===== src/modem_status_defines.svh =====
// register offsets, field positions and reset values for the modem status / bank select block
// assumes a plain byte-wide register port with one-cycle read latency
// How it works
// - status register is read-only; writes at its address go to bank-select register.
// - bits 3,1,0 flag a change of carrier-detect, data-set-ready, clear-to-send since last read.
// - bit 2 flags only a ring-indicator rise from 0 to 1.
// - change bits clear on status read and are 0 when nothing changed.
// - any of status bits 3:0 set raises the modem-status interrupt request.
// - bit 7 is inverted carrier-detect, or control bit 3 in loopback.
// - bit 6 is inverted ring-indicator, or control bit 2 in loopback.
// - bit 5 is inverted data-set-ready, or control bit 0 in loopback.
// - bit 4 is inverted clear-to-send, or control bit 1 in loopback.
// - bank-select register is write-only; bits 7:3 are reserved.
// - select field 00 general, 01 first extra, 10 second extra, 11 reserved.
// - bank-select bit 0 set makes the FIFO level counters readable.
// - level counters are reachable only while the select field is 00.
// - scratch register stores 8 bits and returns them, no side effect.
// - two byte latches form the 16-bit divisor, high byte most significant.
// - transmit level counter reads free entries in the transmit FIFO.
// - receive level counter reads characters held in the receive FIFO.
`ifndef MODEM_STATUS_DEFINES_SVH
`define MODEM_STATUS_DEFINES_SVH

`define ADDR_W             4
`define OFS_STATUS_SELECT  4'h0
`define OFS_SCRATCH        4'h1
`define OFS_DIV_LOW        4'h2
`define OFS_DIV_HIGH       4'h3
`define OFS_TX_FREE        4'h4
`define OFS_RX_FILL        4'h5
`define OFS_IRQ_STATUS     4'h6
`define OFS_IRQ_MASK       4'h7

`define SEL_LO             1
`define SEL_HI             2
`define SEL_GENERAL        2'h0
`define LVL_EN_BIT         0
`define CTL_LOOP_BIT       4

`define RST_BYTE           8'h00
`define RST_INPUTS         4'hf
`define UNMAPPED_READ      8'h00

`endif


===== src/modem_status_pkg.sv =====
// types shared by the modem status / bank select block
// constants live in modem_status_defines.svh
package modem_status_pkg;

    typedef enum logic [1:0] {
        BANK_GENERAL = 2'b00,
        BANK_EXTRA1  = 2'b01,
        BANK_EXTRA2  = 2'b10,
        BANK_RSVD    = 2'b11
    } bank_t;

    // modem inputs in order cd, ri, dsr, cts (active low pins)
    typedef struct packed {
        logic [3:0] sync1;
        logic [3:0] sync2;
        logic [3:0] prev;
        logic [3:0] delta;
        logic [7:0] bank_sel;
        logic [7:0] scratch;
        logic [7:0] div_low;
        logic [7:0] div_high;
        logic [7:0] rdata;
        logic [1:0] irq_stat;
        logic [1:0] irq_mask;
        logic       irq;
        logic       msi;
    } state_t;

endpackage


===== src/modem_status_regs.sv =====
// modem status, bank select, scratch, divisor latches and level counter read-out
// assumes the modem pins are asynchronous and the FIFO levels come from the same clock
`include "modem_status_defines.svh"
`timescale 1ns/100ps
`default_nettype none

module modem_status_regs
    import modem_status_pkg::*;
(
    input  wire logic                i_clk,
    input  wire logic                i_arst_n,
    input  wire logic [`ADDR_W-1:0]  i_addr,
    input  wire logic [7:0]          i_wdata,
    input  wire logic                i_wr,
    input  wire logic                i_rd,
    input  wire logic                i_cd_n,
    input  wire logic                i_ri_n,
    input  wire logic                i_dsr_n,
    input  wire logic                i_cts_n,
    input  wire logic [7:0]          i_modem_control_reg,
    input  wire logic [7:0]          i_tx_free_space_count,
    input  wire logic [7:0]          i_rx_fill_count,
    output logic [7:0]               o_rdata,
    output logic [15:0]              o_divisor,
    output logic [1:0]               o_bank,
    output logic                     o_level_read_en,
    output logic                     o_modem_irq_req,
    output logic                     o_irq
);

    state_t q;
    state_t d;

    // bit order of the change vector matches status bits 3..0: cd, ri, dsr, cts
    function automatic logic [7:0] status_byte(input logic [3:0] pins_n,
                                               input logic [3:0] delta,
                                               input logic [7:0] modem_control_reg);
        logic [3:0] lvl;
        lvl = 4'h0;
        if (modem_control_reg[`CTL_LOOP_BIT]) begin
            lvl = {modem_control_reg[3], modem_control_reg[2], modem_control_reg[0], modem_control_reg[1]};
        end else begin
            lvl = ~pins_n;
        end
        status_byte = {lvl, delta};
    endfunction

    logic [3:0] edges;
    logic       status_rd;
    logic       lvl_ok;
    logic [1:0] evt;

    always_comb begin
        d         = q;
        // two stages before any use; sync1 feeds only sync2
        d.sync1   = {i_cd_n, i_ri_n, i_dsr_n, i_cts_n};
        d.sync2   = q.sync1;
        d.prev    = q.sync2;
        edges     = q.sync2 ^ q.prev;
        // ring change counts only when the pin itself goes from 0 to 1
        edges[2]  = ~q.prev[2] & q.sync2[2];
        status_rd = i_rd && (i_addr == `OFS_STATUS_SELECT);
        // set wins over clear-on-read so a coincident edge survives
        d.delta   = (status_rd ? 4'h0 : q.delta) | edges;
        d.msi     = |d.delta;
        lvl_ok    = (q.bank_sel[`SEL_HI:`SEL_LO] == `SEL_GENERAL)
                    && q.bank_sel[`LVL_EN_BIT];

        evt       = {q.msi == 1'b0 && d.msi, |edges};
        d.irq_stat = q.irq_stat | evt;

        if (i_wr) begin
            case (i_addr)
                `OFS_STATUS_SELECT: d.bank_sel = {5'h00, i_wdata[2:0]};
                `OFS_SCRATCH:       d.scratch  = i_wdata;
                `OFS_DIV_LOW:       d.div_low  = i_wdata;
                `OFS_DIV_HIGH:      d.div_high = i_wdata;
                `OFS_IRQ_STATUS:    d.irq_stat = (q.irq_stat & ~i_wdata[1:0]) | evt;
                `OFS_IRQ_MASK:      d.irq_mask = i_wdata[1:0];
                default: ;
            endcase
        end

        d.rdata = `UNMAPPED_READ;
        if (i_rd) begin
            case (i_addr)
                `OFS_STATUS_SELECT: d.rdata = status_byte(q.sync2, q.delta,
                                                          i_modem_control_reg);
                `OFS_SCRATCH:       d.rdata = q.scratch;
                `OFS_DIV_LOW:       d.rdata = q.div_low;
                `OFS_DIV_HIGH:      d.rdata = q.div_high;
                `OFS_TX_FREE:       d.rdata = lvl_ok ? i_tx_free_space_count
                                                     : `UNMAPPED_READ;
                `OFS_RX_FILL:       d.rdata = lvl_ok ? i_rx_fill_count
                                                     : `UNMAPPED_READ;
                `OFS_IRQ_STATUS:    d.rdata = {6'h00, q.irq_stat};
                `OFS_IRQ_MASK:      d.rdata = {6'h00, q.irq_mask};
                default:            d.rdata = `UNMAPPED_READ;
            endcase
        end
        d.irq = |(d.irq_stat & d.irq_mask);
    end

    always_ff @(posedge i_clk or negedge i_arst_n) begin
        if (!i_arst_n) begin
            q          <= '0;
            q.sync1    <= `RST_INPUTS;
            q.sync2    <= `RST_INPUTS;
            q.prev     <= `RST_INPUTS;
        end else begin
            q <= d;
        end
    end

    assign o_rdata         = q.rdata;
    assign o_divisor       = {q.div_high, q.div_low};
    assign o_bank          = q.bank_sel[`SEL_HI:`SEL_LO];
    assign o_level_read_en = q.bank_sel[`LVL_EN_BIT];
    assign o_modem_irq_req = q.msi;
    assign o_irq           = q.irq;

endmodule

`default_nettype wire


===== config.mk =====
export PLATFORM = sky130hd
export DESIGN_NAME = modem_status_regs
export DESIGN_NICKNAME = d
export VERILOG_FILES = /design/src/modem_status_pkg.sv /design/src/modem_status_regs.sv
export VERILOG_INCLUDE_DIRS = /design/src /design/src/src
export SDC_FILE = /design/constraint.sdc
export NUM_CORES = 1
export LEC_CHECK = 0
export BUFFER_PORTS_ARGS = -buffer_cell sky130_fd_sc_hd__buf_2
export CAP_MARGIN = 25
export CORE_MARGIN = 10
export CORE_UTILIZATION = 47
export CTS_BUF_LIST = sky130_fd_sc_hd__clkbuf_8
export CTS_CLUSTER_SIZE = 40
export DETAILED_ROUTE_END_ITERATION = 8
export PLACE_DENSITY = 0.8
export SLEW_MARGIN = 5
export SYNTH_ARGS = -nofsm -noshare
export SYNTH_HDL_FRONTEND = slang
export SYNTH_SLANG_ARGS = --single-unit

===== constraint.sdc =====
create_clock -name i_clk -period 1.8 [get_ports i_clk]
set_input_delay 0.36 -clock i_clk [delete_from_list [all_inputs] [get_ports i_clk]]
set_output_delay 0.36 -clock i_clk [all_outputs]
set_load 0.03 [all_outputs]

==> results.sh, run 1 <==
export IMPL_synth_top_family_by_area="multiplexers"
export IMPL_numCtsBuffers=9
export IMPL_antenna_found_initial=0
export IMPL_ys_async_sr_fraction_pct=100
export IMPL_routed_wl_um=6670
export IMPL_hp_class="in -> reg"
export IMPL_grt_pass1_vias=2111
export IMPL_cts_tree="built"
export IMPL_h_tree_depth=3
export IMPL_fin_skew_ns=0.00664
export IMPL_slowest_delay_ns=0.55
export IMPL_arrival_ns=1.90
export IMPL_fp_dieArea_um2=9440
export IMPL_synth_area_um2=2800
export IMPL_dpl_hpwl_um=5110
export IMPL_clockRootBuffer="clkbuf_8"
export IMPL_cts_buffer_depth=2
export IMPL_highest_layer="met4"
export IMPL_status="completed"
export IMPL_min_period_over_period_pct=92.7
export IMPL_overflow=0
export IMPL_wl_per_cell_um=18.5
export IMPL_final_cell_area_um2=3350
export IMPL_avgSynthCellArea_um2=12.7
export IMPL_yosysMostFrequentCell="dfrtp_1"
export IMPL_cp_buffers_inverters=0
export IMPL_placementRows=28
export IMPL_synth_area_top_cells="dfrtp_1 (40%), mux2_2 (12%), dfstp_2 (11%)"
export IMPL_seqCellArea_um2=1440
export IMPL_drt_iter0_drc=115
export IMPL_synth_top_area_share_pct=40.2
export IMPL_ys_types=47
export IMPL_whs_ns=0.116
export IMPL_antenna_cells=0
export IMPL_synth_seq_cells=57
export IMPL_syn_to_final_growth_pct=19.7
export IMPL_ys_top_cells_by_count="dfrtp_1 (45), mux2_2 (30), buf_4 (28)"
export IMPL_required_ns=2.03
export IMPL_cts_resized=0
export IMPL_netlist_instances=220
export IMPL_clkSinkCount=57
export IMPL_start_kind="flip-flop"
export IMPL_synth_edf_count=0
export IMPL_drive_above_1_share_pct=53.8
export IMPL_placed_area_um2=3110
export IMPL_multiInputGateArea_um2=1080
export IMPL_drt_met1_wl_um=2730
export IMPL_vias_per_cell=5.38
export IMPL_worst_setup_path_type="reg -> reg"
export IMPL_cp_top_family="compound AO/OA/AOI/OAI gates"
export IMPL_fill_cells=479
export IMPL_seq_area_frac_synth_pct=51.5
export IMPL_synth_flop_cell="dfrtp_1"
export IMPL_synthMuxAreaShare_pct=17.9
export IMPL_cp_max_fo=3
export IMPL_insertion_delay_ns=0.34
export IMPL_routed_wl_met2_um=3310
export IMPL_grt_use_total_pct=14.5
export IMPL_yosys_area_top_type="dfrtp_1"
export IMPL_hold_violations=0
export IMPL_peakVddDrop_uv=625
export IMPL_powerDensity_nw_per_um2=1140
export IMPL_dieWidth_um=97.2
export IMPL_vias=1942
export IMPL_p_leak_nw=1.58
export IMPL_place_gp_congestion=0.803
export IMPL_drv_cap=0
export IMPL_synth_xor_xnor_area_share_pct=0.938
export IMPL_slowest_stage="dfstp_2"
export IMPL_setup_viol=0
export IMPL_synth_simple_gate_area_share_pct=11.1
export IMPL_wl_met3_um=485
export IMPL_final_setup_tns_ns=0
export IMPL_initial_utilization_pct=47.9
export IMPL_num_io_pins=73
export IMPL_drt_pass1_iter_count=4
export IMPL_synth_net_count=264
export IMPL_nNetsFinal=325
export IMPL_ant_nets=0
export IMPL_grt_max_degree=26
export IMPL_port_buffers=69
export IMPL_relSlewSlack_pct=70.3
export IMPL_coreArea_um2=5850
export IMPL_clkTransAtPathRegs_ns=0.06
export IMPL_die_h_um=97.2
export IMPL_grt_pass1_wl_um=10900
export IMPL_clock_fmax_mhz=599
export IMPL_drc_errors=0
export IMPL_cp_end_kind="flip-flop"
export IMPL_path_cells="xnor2_1, and4_1, a21boi_0, a2bb2o_4"
export IMPL_synthAdderAreaFrac_pct=0
export IMPL_worstMarginPinSlew_ns=0.446
export IMPL_yosysWarnings=0
export IMPL_rsz0062_at_grt="false"
export IMPL_synth_compound_area_share_pct=8.67
export IMPL_min_period_ns=1.67
export IMPL_finalMaxSlewViolations=0
repair_timing:
action | 4_1_cts | 5_1_grt
setup buffers | 0 | 0
hold buffers | 1 | 0
hold endpoints to repair | 14 | 0
cell families after synthesis:
group,after synthesis
xor+xnor,3
buf+inv,39
mux,43
flops,57
compound gates,30
simple gates,48
path summary, 6_finish.rpt:
| path | from | endpoint | slack (ns) | depth (start not counted) |
|---|---|---|---|---|
| hold / removal | i_dsr_n | d[55]$_DFF_PN1_ | 0.12 | 1 |
| setup / recovery | d[53]$_DFF_PN1_ | o_irq$_DFF_PN0_ | 0.13 | 4 |
| hold reg to reg | d[56]$_DFF_PN1_ | d[52]$_DFF_PN1_ | 0.36 | 0 |
| min in group asynchronous | i_arst_n | o_divisor[15]$_DFFE_PN0P_ | 0.50 | 2 |
| setup reg to reg | d[53]$_DFF_PN1_ | o_irq$_DFF_PN0_ | 0.13 | 4 |
| max in group asynchronous | i_arst_n | d[50]$_DFF_PN1_ | 0.71 | 3 |
cell usage in the layout (no fill, tap or decap), types with 3 or more instances in the layout:
cell type / n
dfstp_2: 12
a22oi_1: 3
xnor2_1: 3
a222oi_1: 3
clkbuf_8: 11
dfrtp_1: 45
nand3_1: 6
nand2_1: 15
nand2b_1: 4
mux2_2: 30
mux2i_1: 4
o21ai_0: 7
buf_4: 13
buf_2: 69
inv_1: 3
a22o_1: 3
nor2_1: 7
mux2_1: 7
final cells by class:
class / count / area share (%)
inverter: 4 / 0.448
sequential: 57 / 43.0
clock inverter: 5 / 2.31
clock buffer: 11 / 4.51
tap: 75 / 2.80
timing repair buffer: 85 / 14.7
multi-input combinational: 124 / 32.2
power breakdown:
part | internal [mW] | total, mW | switching (mW)
clock network | 0.849 | 1.36 | 0.509
registers | 1.48 | 1.61 | 0.126
logic | 0.353 | 0.868 | 0.514
stage by stage:
| step | setup WS (ns) | power (mW) | cells | util [%] |
|---|---|---|---|---|
| CTS | 0.123 | 3.87 | 361 | 57.3 |
| global placement | 0.0772 | 2.46 | 344 | 53.2 |
| finish | 0.131 | 3.84 | 361 | 57.3 |
| global route | 0.0733 | 3.98 | 361 | 57.3 |
| detailed placement | 0.0325 | 2.50 | 344 | 53.2 |
| floorplan | 0.238 | 2.32 | 220 | - |
sequential cells by signal, indices dropped and copies added, names as in the netlist:
name             count
o_level_read_en      1
o_bank               2
o_irq                1
o_divisor           16
d                    8
q                   20
o_rdata              8
o_modem_irq_req      1
routing by layer:
metal	up-vias	track usage (%)
met2	76	23.0
met5	-	0
met3	12	4.48
li1	895	-
met1	959	16.8
met4	0	8.40
Note: power is estimated with default switching activity, not from simulation.
==> inputs of run 2 (changes only) <==
--- a/config.mk
+++ b/config.mk
@@ -8,6 +8,7 @@
 export LEC_CHECK = 0
 export BUFFER_PORTS_ARGS = -buffer_cell sky130_fd_sc_hd__buf_2
 export CAP_MARGIN = 25
+export CORE_ASPECT_RATIO = 0.6
 export CORE_MARGIN = 10
 export CORE_UTILIZATION = 47
 export CTS_BUF_LIST = sky130_fd_sc_hd__clkbuf_8
==> results.sh, run 2 (synthesis gave the netlist of run 1 again) <==
export IMPL_clockRootBuffer="clkbuf_8"
export IMPL_coreArea_um2=5680
export IMPL_multiInputGateArea_um2=1080
export IMPL_drt_pass1_iter_count=4
export IMPL_drt_met1_wl_um=3020
export IMPL_wl_met3_um=677
export IMPL_num_io_pins=73
export IMPL_wl_per_cell_um=18.3
export IMPL_drive_above_1_share_pct=52.9
export IMPL_clockPowerShare_pct=31.3
export IMPL_grt_pass1_wl_um=10600
export IMPL_antenna_found_initial=0
export IMPL_cts_hold_buf=0
export IMPL_switching_share_pct=30.9
export IMPL_cts_resized=0
export IMPL_r2r_cells=4
export IMPL_final_cell_area_um2=3260
export IMPL_utilization_pct=57.5
export IMPL_dieWidth_um=120
export IMPL_drv_cap=0
export IMPL_seqCellArea_um2=1440
export IMPL_setup_ws_ns=0.0539
export IMPL_slowest_stage="dfstp_2"
export IMPL_p_int_mw=2.47
export IMPL_fp_dieArea_um2=9550
export IMPL_final_setup_tns_ns=0
export IMPL_crit_path_end="o_irq$_DFF_PN0_"
export IMPL_syn_to_final_growth_pct=16.5
export IMPL_ant_nets=0
export IMPL_placementRows=21
export IMPL_place_gp_congestion=0.844
export IMPL_status="completed"
export IMPL_drt_iter0_drc=95
export IMPL_worstMarginPinSlew_ns=0.482
export IMPL_cp_max_fo=3
export IMPL_port_buffers=69
export IMPL_path_cells="xnor2_1, and4_1, a21boi_0, a2bb2o_4"
export IMPL_cp_end_kind="flip-flop"
export IMPL_peakVddDrop_uv=542
export IMPL_path_depth=4
export IMPL_worst_setup_path_type="reg -> reg"
export IMPL_die_h_um=79.8
export IMPL_slowest_delay_ns=0.56
export IMPL_highest_layer="met4"
export IMPL_relSlewSlack_pct=67.6
export IMPL_final_cell_mix="buf_2 (69), dfrtp_1 (45), mux2_2 (30)"
export IMPL_reg2reg_to="o_irq$_DFF_PN0_"
export IMPL_required_ns=2.03
export IMPL_grt_max_degree=58
export IMPL_arrival_ns=1.97
export IMPL_overflow=0
export IMPL_switchingPower_mw=1.10
export IMPL_numCtsBuffers=9
export IMPL_start_kind="flip-flop"
export IMPL_cts_tree="built"
export IMPL_cp_buffers_inverters=0
export IMPL_routed_wl_met2_um=2800
export IMPL_reg2reg_from="d[53]$_DFF_PN1_"
export IMPL_drc_errors=0
export IMPL_nNetsFinal=319
export IMPL_placed_area_um2=3070
export IMPL_regMostFlops="q"
export IMPL_combPwrFrac_pct=23.7
export IMPL_cp_top_family="compound AO/OA/AOI/OAI gates"
export IMPL_rrSetupSlack_ns=0.05
export IMPL_p_leak_nw=1.54
export IMPL_min_period_over_period_pct=97.0
export IMPL_insertion_delay_ns=0.34
export IMPL_powerDensity_nw_per_um2=1090
export IMPL_fin_skew_ns=0.00478
export IMPL_min_period_ns=1.75
export IMPL_crit_start="d[53]$_DFF_PN1_"
export IMPL_final_common_cell="buf_2"
export IMPL_vias_per_cell=5.33
export IMPL_setup_viol=0
export IMPL_initial_utilization_pct=49.3
export IMPL_routed_wl_um=6600
export IMPL_hp_class="in -> async"
export IMPL_antenna_cells=0
export IMPL_fill_cells=488
export IMPL_seqPwrFrac_pct=45.0
export IMPL_h_tree_depth=3
export IMPL_dpl_worst_slack_ns=0.0280
export IMPL_grt_use_total_pct=14.2
export IMPL_hold_violations=0
export IMPL_cts_buffer_depth=2
export IMPL_finalMaxSlewViolations=0
export IMPL_clock_fmax_mhz=573
export IMPL_grt_pass1_vias=1986
export IMPL_dpl_hpwl_um=5020
export IMPL_rsz0062_at_grt="false"
export IMPL_clkSinkCount=57
export IMPL_vias=1919
export IMPL_post_cts_buffers=0
export IMPL_largest_reg_flops=20
export IMPL_clkTransAtPathRegs_ns=0.06
## run 2: cell count changes in the layout (fill, tap and decap cells not counted), sizes merged
cell	delta
bufinv	-2
clkinvlp	-1
dlygate4sd3	-1
clkbuf	+2
buf	-5
inv	+1
## run 2: cell type report
cell class | instances | area share, %
well taps | 80 | 3.07
clock inverters | 3 | 0.422
clock buffers | 13 | 5.48
multi-input cells | 124 | 33.1
flip-flops and latches | 57 | 44.2
inverters | 4 | 0.460
repair buffers | 79 | 13.3
## run 2: how the worst min path moves through the flow
stage                    startpoint                       end  slack [ns]  cells after the start
detailed placement  d[54]$_DFF_PN1_           d[50]$_DFF_PN1_        0.35                      0
finish                     i_arst_n      o_rdata[4]$_DFF_PN0_        0.02                      2
CTS                        i_arst_n  o_divisor[1]$_DFFE_PN0P_        0.01                      2
global route               i_arst_n      o_rdata[3]$_DFF_PN0_        0.03                      2
global placement    d[55]$_DFF_PN1_           d[51]$_DFF_PN1_        0.35                      0
floorplan                  i_arst_n     o_bank[0]$_DFFE_PN0P_        0.06                      0
## run 2: metal layers
metal,GRT usage [%],up-vias
met5,0,-
met4,5.76,0
met3,7.70,13
met2,19.7,77
met1,18.1,949
li1,-,880
## run 2: metrics by stage
step	hold WS [ns]	cells	power, mW
floorplan	0.0644	220	2.32
global placement	0.347	344	2.45
detailed placement	0.347	344	2.48
CTS	0.0146	360	3.62
global route	0.0266	360	3.76
finish	0.0177	360	3.57
## run 2: power by group through the flow
stage | registers [mW] | logic, mW | clock network [mW]
2_1_floorplan | 1.61 | 0.705 | 0
3_3_place_gp | 1.61 | 0.839 | 0
3_5_place_dp | 1.62 | 0.856 | 0
4_1_cts | 1.60 | 0.860 | 1.15
5_1_grt | 1.63 | 0.911 | 1.22
6_report | 1.61 | 0.846 | 1.12
